File: src/include/tune_drv_pkg.sv
// Purpose: shared constants and types for the sampling-tuning and driver-select block
// Assumes: 32-bit apb data, one register per aligned word
// Notes:   register index times four gives the byte address
package tune_drv_pkg;
    // register indices and byte addresses
    localparam logic [11:0] HC2_INDEX       = 12'h03E;
    localparam logic [11:0] HC2_ADDR        = {HC2_INDEX[9:0], 2'b00};
    localparam logic [11:0] IRQ_STATUS_ADDR = 12'h100;
    localparam logic [11:0] IRQ_MASK_ADDR   = 12'h104;
    localparam logic [11:0] CLK_CTRL_ADDR   = 12'h108;
    localparam logic [11:0] TUNE_STATE_ADDR = 12'h10C;
    // field positions in host_control_second
    localparam int MODE_LSB      = 0;
    localparam int LOW_V_BIT     = 3;
    localparam int DRIVE_LSB     = 4;
    localparam int TUNE_START    = 6;
    localparam int SAMPLE_CHOICE = 7;
    localparam int ASYNC_IRQ_BIT = 14;
    localparam int PRESET_EN_BIT = 15;
    // interrupt status bits
    localparam int EV_TUNE_OK    = 0;
    localparam int EV_TUNE_FAIL  = 1;
    localparam int EV_TUNE_ABORT = 2;
    localparam int EV_W          = 3;
    // reset values
    localparam logic [1:0]  DRIVE_RST    = 2'h0;
    localparam logic [2:0]  MODE_RST     = 3'h0;
    localparam logic [9:0]  CLK_DIV_RST  = 10'h000;
    localparam logic [EV_W-1:0] MASK_RST = 3'h0;
    // timing: settle time of the delay line after each tap change
    localparam int CLK_PERIOD_PS  = 4000;
    localparam int TAP_SETTLE_NS  = 40;
    localparam int TAP_SETTLE_CYC = (TAP_SETTLE_NS * 1000 + CLK_PERIOD_PS - 1) / CLK_PERIOD_PS;
    // driver types
    typedef enum logic [1:0] {
        DRV_B = 2'h0,
        DRV_A = 2'h1,
        DRV_C = 2'h2,
        DRV_D = 2'h3
    } drive_type_t;
    // tuning engine states, gray along idle-settle-probe-done
    typedef enum logic [1:0] {
        T_IDLE   = 2'h0,
        T_SETTLE = 2'h1,
        T_PROBE  = 2'h3,
        T_DONE   = 2'h2
    } tune_state_t;
    // card receive lines: one command and four data
    typedef struct packed {
        logic       cmd;
        logic [3:0] dat;
    } rx_lines_t;
endpackage : tune_drv_pkg

File: src/rtl/sample_tuning_drive_ctrl.sv
// Purpose: tuning control, sampling-clock choice and output driver type select
// Assumes: apb4 slave, zero wait states; card lines and pass flag arrive asynchronously
// Notes:   tuning sweeps delay taps from zero; a kept result re-checks only the held tap
// Behaviour
// - start bit runs tuning, self-clears when done
// - writing zero to start aborts tuning
// - choice bit reports result after start clears
// - writing one to choice bit ignored
// - writing zero to choice resets tuner; done here only while tuning is idle, ignored during a run
// - starting a full run clears choice bit
// - choice one selects tuned sampling clock
// - drive field encodes types B, A, C, D
// - drive field only acts at low voltage
// - preset enable loads drive field automatically
// - preset enable picks clock and drive automatically
//
// Design decisions made here: the address map and the APB slave port.
`timescale 1ns/1ps
module sample_tuning_drive_ctrl #(
    parameter int TAPS = 16
) (
    // apb slave
    input  wire logic        pclk,
    input  wire logic        presetn,
    input  wire logic        psel,
    input  wire logic        penable,
    input  wire logic        pwrite,
    input  wire logic [11:0] paddr,
    input  wire logic [31:0] pwdata,
    input  wire logic [3:0]  pstrb,
    output logic             pready,
    output logic [31:0]      prdata,
    output logic             pslverr,
    // card lines from both sampling paths, and pass flag of the tuning compare
    input  wire tune_drv_pkg::rx_lines_t rx_fixed,
    input  wire tune_drv_pkg::rx_lines_t rx_tuned,
    input  wire logic        tune_pass,
    // preset values for the selected mode
    input  wire logic [1:0]  preset_drive,
    input  wire logic [9:0]  preset_clk_div,
    // outputs to pads, clock generator and receive path
    output tune_drv_pkg::rx_lines_t rx_out,
    output logic [$clog2(TAPS)-1:0] tap_sel,
    output logic             tuned_clk_sel,
    output tune_drv_pkg::drive_type_t drive_type_out,
    output logic             low_voltage_io_enable,
    output logic [2:0]       mode_sel,
    output logic [9:0]       clk_div,
    output logic             async_irq_en,
    output logic             irq
);
    localparam int TW = $clog2(TAPS);
    localparam int CW = $clog2(tune_drv_pkg::TAP_SETTLE_CYC + 1);
    localparam logic [CW-1:0] SETTLE_LAST = CW'(tune_drv_pkg::TAP_SETTLE_CYC - 1);
    localparam logic [TW-1:0] TAP_LAST    = TW'(TAPS - 1);

    tune_drv_pkg::tune_state_t state_r;
    tune_drv_pkg::rx_lines_t   fixed_m_r, fixed_s_r, tuned_m_r, tuned_s_r;
    logic                      pass_m_r, pass_s_r;
    logic                      start_r, choice_r, full_r, pass_r;
    logic [TW-1:0]             tap_r;
    logic [CW-1:0]             cnt_r;
    logic                      preset_en_r, async_r, low_v_r;
    logic [1:0]                drive_r;
    logic [2:0]                mode_r;
    logic [9:0]                clk_div_r;
    logic [tune_drv_pkg::EV_W-1:0] sts_r, mask_r, ev_set;
    logic                      setup, wr_acc, hc2_wr, lo_wr, hi_wr;
    logic                      start_wr, abort_wr, reset_wr;
    logic                      mapped;
    logic [31:0]               rd_nxt;

    // access decode; writes land in the access phase only
    assign setup    = psel & ~penable;
    assign wr_acc   = psel & penable & pwrite;
    assign hc2_wr   = wr_acc & (paddr == tune_drv_pkg::HC2_ADDR);
    assign lo_wr    = hc2_wr & pstrb[0];
    assign hi_wr    = hc2_wr & pstrb[1];
    assign start_wr = lo_wr & pwdata[tune_drv_pkg::TUNE_START] & (state_r == tune_drv_pkg::T_IDLE);
    assign abort_wr = lo_wr & ~pwdata[tune_drv_pkg::TUNE_START] & start_r;
    // a write of one to the choice bit is simply not decoded
    assign reset_wr = lo_wr & ~pwdata[tune_drv_pkg::SAMPLE_CHOICE];
    assign pready   = 1'b1;

    // two-stage synchronisers for card-side inputs
    always_ff @(posedge pclk or negedge presetn) begin
        if (!presetn) begin
            fixed_m_r <= '0;
            fixed_s_r <= '0;
            tuned_m_r <= '0;
            tuned_s_r <= '0;
            pass_m_r  <= 1'b0;
            pass_s_r  <= 1'b0;
        end else begin
            fixed_m_r <= rx_fixed;
            fixed_s_r <= fixed_m_r;
            tuned_m_r <= rx_tuned;
            tuned_s_r <= tuned_m_r;
            pass_m_r  <= tune_pass;
            pass_s_r  <= pass_m_r;
        end
    end

    // receive mux: the choice bit steers which sampling path reaches the core
    always_ff @(posedge pclk or negedge presetn) begin
        if (!presetn) begin
            rx_out <= '0;
        end else begin
            rx_out <= choice_r ? tuned_s_r : fixed_s_r;
        end
    end

    // tuning engine; a choice bit kept at one means only the held tap is re-checked
    always_ff @(posedge pclk or negedge presetn) begin
        if (!presetn) begin
            state_r  <= tune_drv_pkg::T_IDLE;
            start_r  <= 1'b0;
            choice_r <= 1'b0;
            full_r   <= 1'b0;
            pass_r   <= 1'b0;
            tap_r    <= '0;
            cnt_r    <= '0;
        end else begin
            unique case (state_r)
                tune_drv_pkg::T_IDLE: begin
                    if (start_wr) begin
                        start_r <= 1'b1;
                        full_r  <= ~choice_r | reset_wr;
                        pass_r  <= 1'b0;
                        cnt_r   <= '0;
                        state_r <= tune_drv_pkg::T_SETTLE;
                        if (~choice_r | reset_wr) begin
                            choice_r <= 1'b0;
                            tap_r    <= '0;
                        end
                    end else if (reset_wr) begin
                        choice_r <= 1'b0;
                        tap_r    <= '0;
                    end
                end
                tune_drv_pkg::T_SETTLE: begin
                    if (abort_wr) begin
                        start_r <= 1'b0;
                        state_r <= tune_drv_pkg::T_IDLE;
                    end else if (cnt_r == SETTLE_LAST) begin
                        state_r <= tune_drv_pkg::T_PROBE;
                    end else begin
                        cnt_r <= CW'(cnt_r + 1'b1);
                    end
                end
                tune_drv_pkg::T_PROBE: begin
                    cnt_r <= '0;
                    if (abort_wr) begin
                        start_r <= 1'b0;
                        state_r <= tune_drv_pkg::T_IDLE;
                    end else if (pass_s_r) begin
                        pass_r  <= 1'b1;
                        state_r <= tune_drv_pkg::T_DONE;
                    end else if (!full_r || tap_r == TAP_LAST) begin
                        state_r <= tune_drv_pkg::T_DONE;
                    end else begin
                        tap_r   <= TW'(tap_r + 1'b1);
                        state_r <= tune_drv_pkg::T_SETTLE;
                    end
                end
                tune_drv_pkg::T_DONE: begin
                    // result wins over a same-cycle software clear
                    start_r  <= 1'b0;
                    choice_r <= pass_r;
                    if (!pass_r) begin
                        tap_r <= '0;
                    end
                    state_r <= tune_drv_pkg::T_IDLE;
                end
            endcase
        end
    end

    // plain software fields; the drive field follows the preset while enabled
    always_ff @(posedge pclk or negedge presetn) begin
        if (!presetn) begin
            preset_en_r <= 1'b0;
            async_r     <= 1'b0;
            low_v_r     <= 1'b0;
            drive_r     <= tune_drv_pkg::DRIVE_RST;
            mode_r      <= tune_drv_pkg::MODE_RST;
            clk_div_r   <= tune_drv_pkg::CLK_DIV_RST;
        end else begin
            if (hi_wr) begin
                preset_en_r <= pwdata[tune_drv_pkg::PRESET_EN_BIT];
                async_r     <= pwdata[tune_drv_pkg::ASYNC_IRQ_BIT];
            end
            if (lo_wr) begin
                low_v_r <= pwdata[tune_drv_pkg::LOW_V_BIT];
                mode_r  <= pwdata[tune_drv_pkg::MODE_LSB +: 3];
            end
            if (preset_en_r) begin
                drive_r <= preset_drive;
            end else if (lo_wr) begin
                drive_r <= pwdata[tune_drv_pkg::DRIVE_LSB +: 2];
            end
            if (wr_acc && paddr == tune_drv_pkg::CLK_CTRL_ADDR && pstrb[0]) begin
                clk_div_r[7:0] <= pwdata[7:0];
            end
            if (wr_acc && paddr == tune_drv_pkg::CLK_CTRL_ADDR && pstrb[1]) begin
                clk_div_r[9:8] <= pwdata[9:8];
            end
        end
    end

    // event flags: set wins over a write-one clear
    assign ev_set[tune_drv_pkg::EV_TUNE_OK]    = (state_r == tune_drv_pkg::T_DONE) & pass_r;
    assign ev_set[tune_drv_pkg::EV_TUNE_FAIL]  = (state_r == tune_drv_pkg::T_DONE) & ~pass_r;
    assign ev_set[tune_drv_pkg::EV_TUNE_ABORT] = abort_wr & (state_r != tune_drv_pkg::T_DONE);

    always_ff @(posedge pclk or negedge presetn) begin
        if (!presetn) begin
            sts_r  <= '0;
            mask_r <= tune_drv_pkg::MASK_RST;
        end else begin
            if (wr_acc && paddr == tune_drv_pkg::IRQ_STATUS_ADDR && pstrb[0]) begin
                sts_r <= (sts_r & ~pwdata[tune_drv_pkg::EV_W-1:0]) | ev_set;
            end else begin
                sts_r <= sts_r | ev_set;
            end
            if (wr_acc && paddr == tune_drv_pkg::IRQ_MASK_ADDR && pstrb[0]) begin
                mask_r <= pwdata[tune_drv_pkg::EV_W-1:0];
            end
        end
    end

    assign irq = |(sts_r & mask_r);

    // read mux, captured in the setup cycle so data comes from flops
    always_comb begin
        rd_nxt = 32'h0000_0000;
        mapped = 1'b1;
        unique case (paddr)
            tune_drv_pkg::HC2_ADDR: begin
                rd_nxt[tune_drv_pkg::PRESET_EN_BIT]    = preset_en_r;
                rd_nxt[tune_drv_pkg::ASYNC_IRQ_BIT]    = async_r;
                rd_nxt[tune_drv_pkg::SAMPLE_CHOICE]    = choice_r;
                rd_nxt[tune_drv_pkg::TUNE_START]       = start_r;
                rd_nxt[tune_drv_pkg::DRIVE_LSB +: 2]   = drive_r;
                rd_nxt[tune_drv_pkg::LOW_V_BIT]        = low_v_r;
                rd_nxt[tune_drv_pkg::MODE_LSB +: 3]    = mode_r;
            end
            tune_drv_pkg::IRQ_STATUS_ADDR: rd_nxt[tune_drv_pkg::EV_W-1:0] = sts_r;
            tune_drv_pkg::IRQ_MASK_ADDR:   rd_nxt[tune_drv_pkg::EV_W-1:0] = mask_r;
            tune_drv_pkg::CLK_CTRL_ADDR:   rd_nxt[9:0] = clk_div_r;
            tune_drv_pkg::TUNE_STATE_ADDR: rd_nxt = {22'h000000, state_r, 8'(tap_r)};
            default:                       mapped = 1'b0;
        endcase
    end

    always_ff @(posedge pclk or negedge presetn) begin
        if (!presetn) begin
            prdata  <= 32'h0000_0000;
            pslverr <= 1'b0;
        end else if (setup) begin
            prdata  <= pwrite ? 32'h0000_0000 : rd_nxt;
            pslverr <= ~mapped;
        end
    end

    // outputs to the pads and clock generator
    assign tap_sel               = tap_r;
    assign tuned_clk_sel         = choice_r;
    // type B is forced outside low-voltage signalling
    assign drive_type_out        = low_v_r ? tune_drv_pkg::drive_type_t'(drive_r)
                                           : tune_drv_pkg::DRV_B;
    assign low_voltage_io_enable = low_v_r;
    assign mode_sel              = mode_r;
    assign clk_div               = preset_en_r ? preset_clk_div : clk_div_r;
    assign async_irq_en          = async_r;
endmodule : sample_tuning_drive_ctrl

File: config.mk
export PLATFORM = sky130hd
export DESIGN_NAME = sample_tuning_drive_ctrl
export DESIGN_NICKNAME = d
export VERILOG_FILES = /design/src/include/tune_drv_pkg.sv /design/src/rtl/sample_tuning_drive_ctrl.sv
export SDC_FILE = /design/constraint.sdc
export NUM_CORES = 1
export LEC_CHECK = 0
export BUFFER_PORTS_ARGS = -buffer_cell sky130_fd_sc_hd__buf_4
export CORE_MARGIN = 5
export CORE_UTILIZATION = 49
export DETAILED_ROUTE_END_ITERATION = 16
export HOLD_SLACK_MARGIN = 0.1
export PLACE_DENSITY = 0.81
export SYNTH_ARGS = -nofsm -noshare
export SYNTH_HDL_FRONTEND = slang
export SYNTH_SLANG_ARGS = --single-unit
File: constraint.sdc
create_clock -name pclk -period 2.3 [get_ports pclk]
set_input_delay 0.46 -clock pclk [delete_from_list [all_inputs] [get_ports pclk]]
set_output_delay 0.46 -clock pclk [all_outputs]
set_load 0.01 [all_outputs]
==> flow_metrics.py <==
metrics = {
    "finish": {
        "syn_to_final_growth_pct": 28.2,
        "fillCellCount": 580,
        "fin_cells": 512,
        "drive_gt1_share_pct": 43.3,
        "antenna-diode-count": 0,
        "fin_nets": 487,
    },
    "power_and_ir_drop": {
        "pwr-share-comb_pct": 6.8,
        "p_int_w": 0.00213,
        "power_w": 0.00276,
        "sw_frac_of_total_pct": 22.7,
        "power_density_nw_per_um2": 587,
        "vdd_drop_max_mv": 0.348,
        "switchingPower_w": 0.000627,
        "pwr-share-clk_pct": 42.4,
        "power_leakage_nw": 2.27,
        "p_seq_share_pct": 50.8,
    },
    "worst_setup_path": {
        "worstPathMaxFanout": 16,
        "rrSetupSlack_ps": 490,
        "r2r_cells": 5,
        "crit_start": "preset_en_r",
        "worstPathRequired_ps": 1840,
        "path_cells": "mux2_2, buf_4",
        "start_kind": "flop",
        "worst_setup_path_end_kind": "output port",
        "cp_slowest_stage_delay_ps": 770,
        "critPathSlowestCell": "dfrtp_1",
        "path_class": "flop to output port",
        "cp.arrival_ps": 1710,
        "r2r_end": "tap_sel[0]",
        "cp-endpoint": "clk_div[7]",
        "r2r_start": "tap_sel[0]",
    },
    "detailed_routing": {
        "wire_per_inst_um": 16.7,
        "drcViolationCount": 0,
        "wl_um": 8530,
        "viasPerCell": 5.38,
        "drtIter0Drc": 190,
        "first_pass_iters": 5,
        "dr_total_vias": 2754,
        "ant_nets": 0,
    },
    "place": {
        "gp_congestion": 0.862,
        "dp_hpwl_um": 6490,
        "dp.cells": 495,
        "port_buffers": 94,
        "place_worst_setup_slack_ps": 83.9,
    },
    "synthesis": {
        "postSynth.asyncResetShare_pct": 100,
        "synth_ff_type": "dfrtp_1",
        "syn_area_per_cell_um2": 12.1,
        "yosys.area.top_type": "dfrtp_1",
        "synth_warnings": 0,
        "synth_edf_count": 0,
        "yosys_register_bits": 78,
        "synth_seq_area_share_pct": 53.2,
        "ys_types": 56,
        "synth_top_area_share_pct": 53.2,
        "synth_area_um2": 3670,
        "netlist_instances": 303,
        "synth_area_leaders": "dfrtp_1, mux2_2, buf_4",
    },
    "timing": {
        "rsz0062_at_grt": "no",
        "timing.final.ws_setup_ps": 129,
        "whs_ps": 211,
        "fin_skew_ps": 5.93,
        "setup-violations-final": 0,
        "report.final.hold_viol_count": 0,
        "drv_slew": 0,
        "fin_crit_sh_pct": 94.4,
        "relSlewSlack_pct": 55.7,
        "period_needed_ps": 2170,
        "fmax_ghz": 0.461,
        "fin_tns_setup_ps": 0,
        "worstMarginPinSlew_ps": 665,
    },
    "clock_network": {
        "clockBufferDepth": 2,
        "cts-root-buf": "clkbuf_8",
        "path_clk_slew_ps": 80,
        "cts_tree": "built",
        "clk_latency_ps": 350,
        "ctsResizeCount": 0,
        "post_cts_buffers": 0,
        "cts.sinks": 78,
        "cts_buffers": 9,
        "htree_levels": 3,
        "postCtsHoldBufs": 1,
    },
    "floorplanning": {
        "die_area_um2": 9320,
        "fp.dieH_um": 96.5,
        "ios": 138,
        "rows": 31,
        "die_w_um": 96.5,
        "core_um2": 7250,
        "initial_utilization_pct": 50.6,
    },
    "job": {
        "drv_cap": 0,
    },
    "global_route": {
        "grt_usage_pct": 19.1,
        "overflow": 0,
        "grt_pass1_wl_um": 13300,
        "antenna_found_initial": 0,
        "grt_start_max_net_pins": 55,
        "grt_pass1_vias": 2713,
    },
    "worst_hold_path": {
        "holdCritPathClass": "primary input to flop",
    },
    "run_status": {
        "status": "complete, no violations",
    },
}
==> critical path: cells and delay by family, from the launching register on <==
kind,cells,cell delay (ps)
buffers and inverters,1,150
flip-flops,1,770
multiplexers,1,440
==> cell families after synthesis <==
group                      synth area share (%)
AOI/OAI and AO/OA                          10.7
adders and majority gates                  1.02
buffers and inverters                      6.51
DFF                                        53.2
muxes                                      14.9
other                                     0.205
and+or+nand+nor                            13.5
==> worst min path at each step <==
stage	slack (ps)	endpoint	from	cells past startpoint
global placement	330	tuned_s_r[3]	tuned_m_r[3]	0
detailed placement	330	fixed_s_r[1]	fixed_m_r[1]	0
CTS	200	tuned_m_r[2]	rx_tuned[2]	1
finish	210	tuned_m_r[4]	rx_tuned[4]	1
floorplan	160	async_irq_en	presetn	0
global route	190	fixed_m_r[4]	rx_fixed[4]	1
==> synth_stat cells, types with 3 or more instances <==
library cell / count
o2bb2ai_1: 3
a31oi_1: 3
o21ai_0: 13
nand3_1: 7
o31ai_1: 4
nand2_1: 24
inv_1: 6
dfrtp_1: 78
and3b_1: 4
buf_4: 21
a21oi_1: 5
mux2i_1: 4
a22oi_1: 9
nor2b_1: 3
mux2_2: 39
and3_1: 4
nor2_1: 10
a41oi_1: 3
mux4_2: 3
nand2b_1: 6
ha_1: 3
clkbuf_1: 7
nor3_1: 3
==> cells in the final DEF, fill, tap and decap left out, types with 4 or more instances in the layout <==
master    synthesis  routed
a21oi_1           5       5
clkbuf_8          1      10
o21ai_0          13      13
nor2_1           10      10
and3_1            4       4
and3b_1           4       4
nand3_1           7       7
dfrtp_1          78      78
conb_1            2      21
inv_1             6       6
mux2i_1           4       4
buf_4            21     106
nand2b_1          6       6
a22oi_1           9       9
o31ai_1           4       4
nand2_1          24      24
mux2_2           39      39
==> flip-flops by register name (all words and copies together) (netlist names), 4 cells and up <==
| signal | flops |
|---|---|
| prdata | 12 |
| clk_div_r | 10 |
| fixed_m_r | 5 |
| fixed_s_r | 5 |
| rx_out | 5 |
| tuned_m_r | 5 |
| tuned_s_r | 5 |
| cnt_r | 4 |
| tap_sel | 4 |
==> area by class of cell <==
cell class                      count  area (µm²)  share of cell area (%)
Clock inverter                      6        92.6                    1.97
Multi-Input combinational cell    205        1550                    32.9
Clock buffer                       10         138                    2.93
Timing Repair Buffer              108         826                    17.6
Tap cell                           99         124                    2.63
Inverter                            6        22.5                   0.479
Sequential cell                    78        1950                    41.5
==> per-layer routing <==
metal | global-route usage [%] | wire [µm] | vias up | part of all wire, %
met5 | 0 | 0 | - | 0
met4 | 7.36 | 94 | 0 | 1.1
met3 | 3.95 | 742 | 6 | 8.7
met2 | 29.7 | 4110 | 115 | 48
met1 | 26.3 | 3580 | 1361 | 42
li1 | - | - | 1272 | -
==> per-stage QoR <==
step | cell area (µm²) | util (%)
detailed placement | 4460 | 61.5
floorplan | 3740 | -
CTS | 4700 | 64.8
finish | 4700 | 64.8
global route | 4700 | 64.8
global placement | 4460 | 61.5
==> power groups by stage <==
stage | sequential (W) | clock, W | combinational, W
finish | 0.00140 | 0.00117 | 0.000188
global route | 0.00141 | 0.00124 | 0.000208
CTS | 0.00140 | 0.00118 | 0.000190
detailed placement | 0.00143 | 0 | 0.000188
global placement | 0.00143 | 0 | 0.000184
floorplan | 0.00143 | 0 | 0.0000839
(Power assumes the default switching activity.)
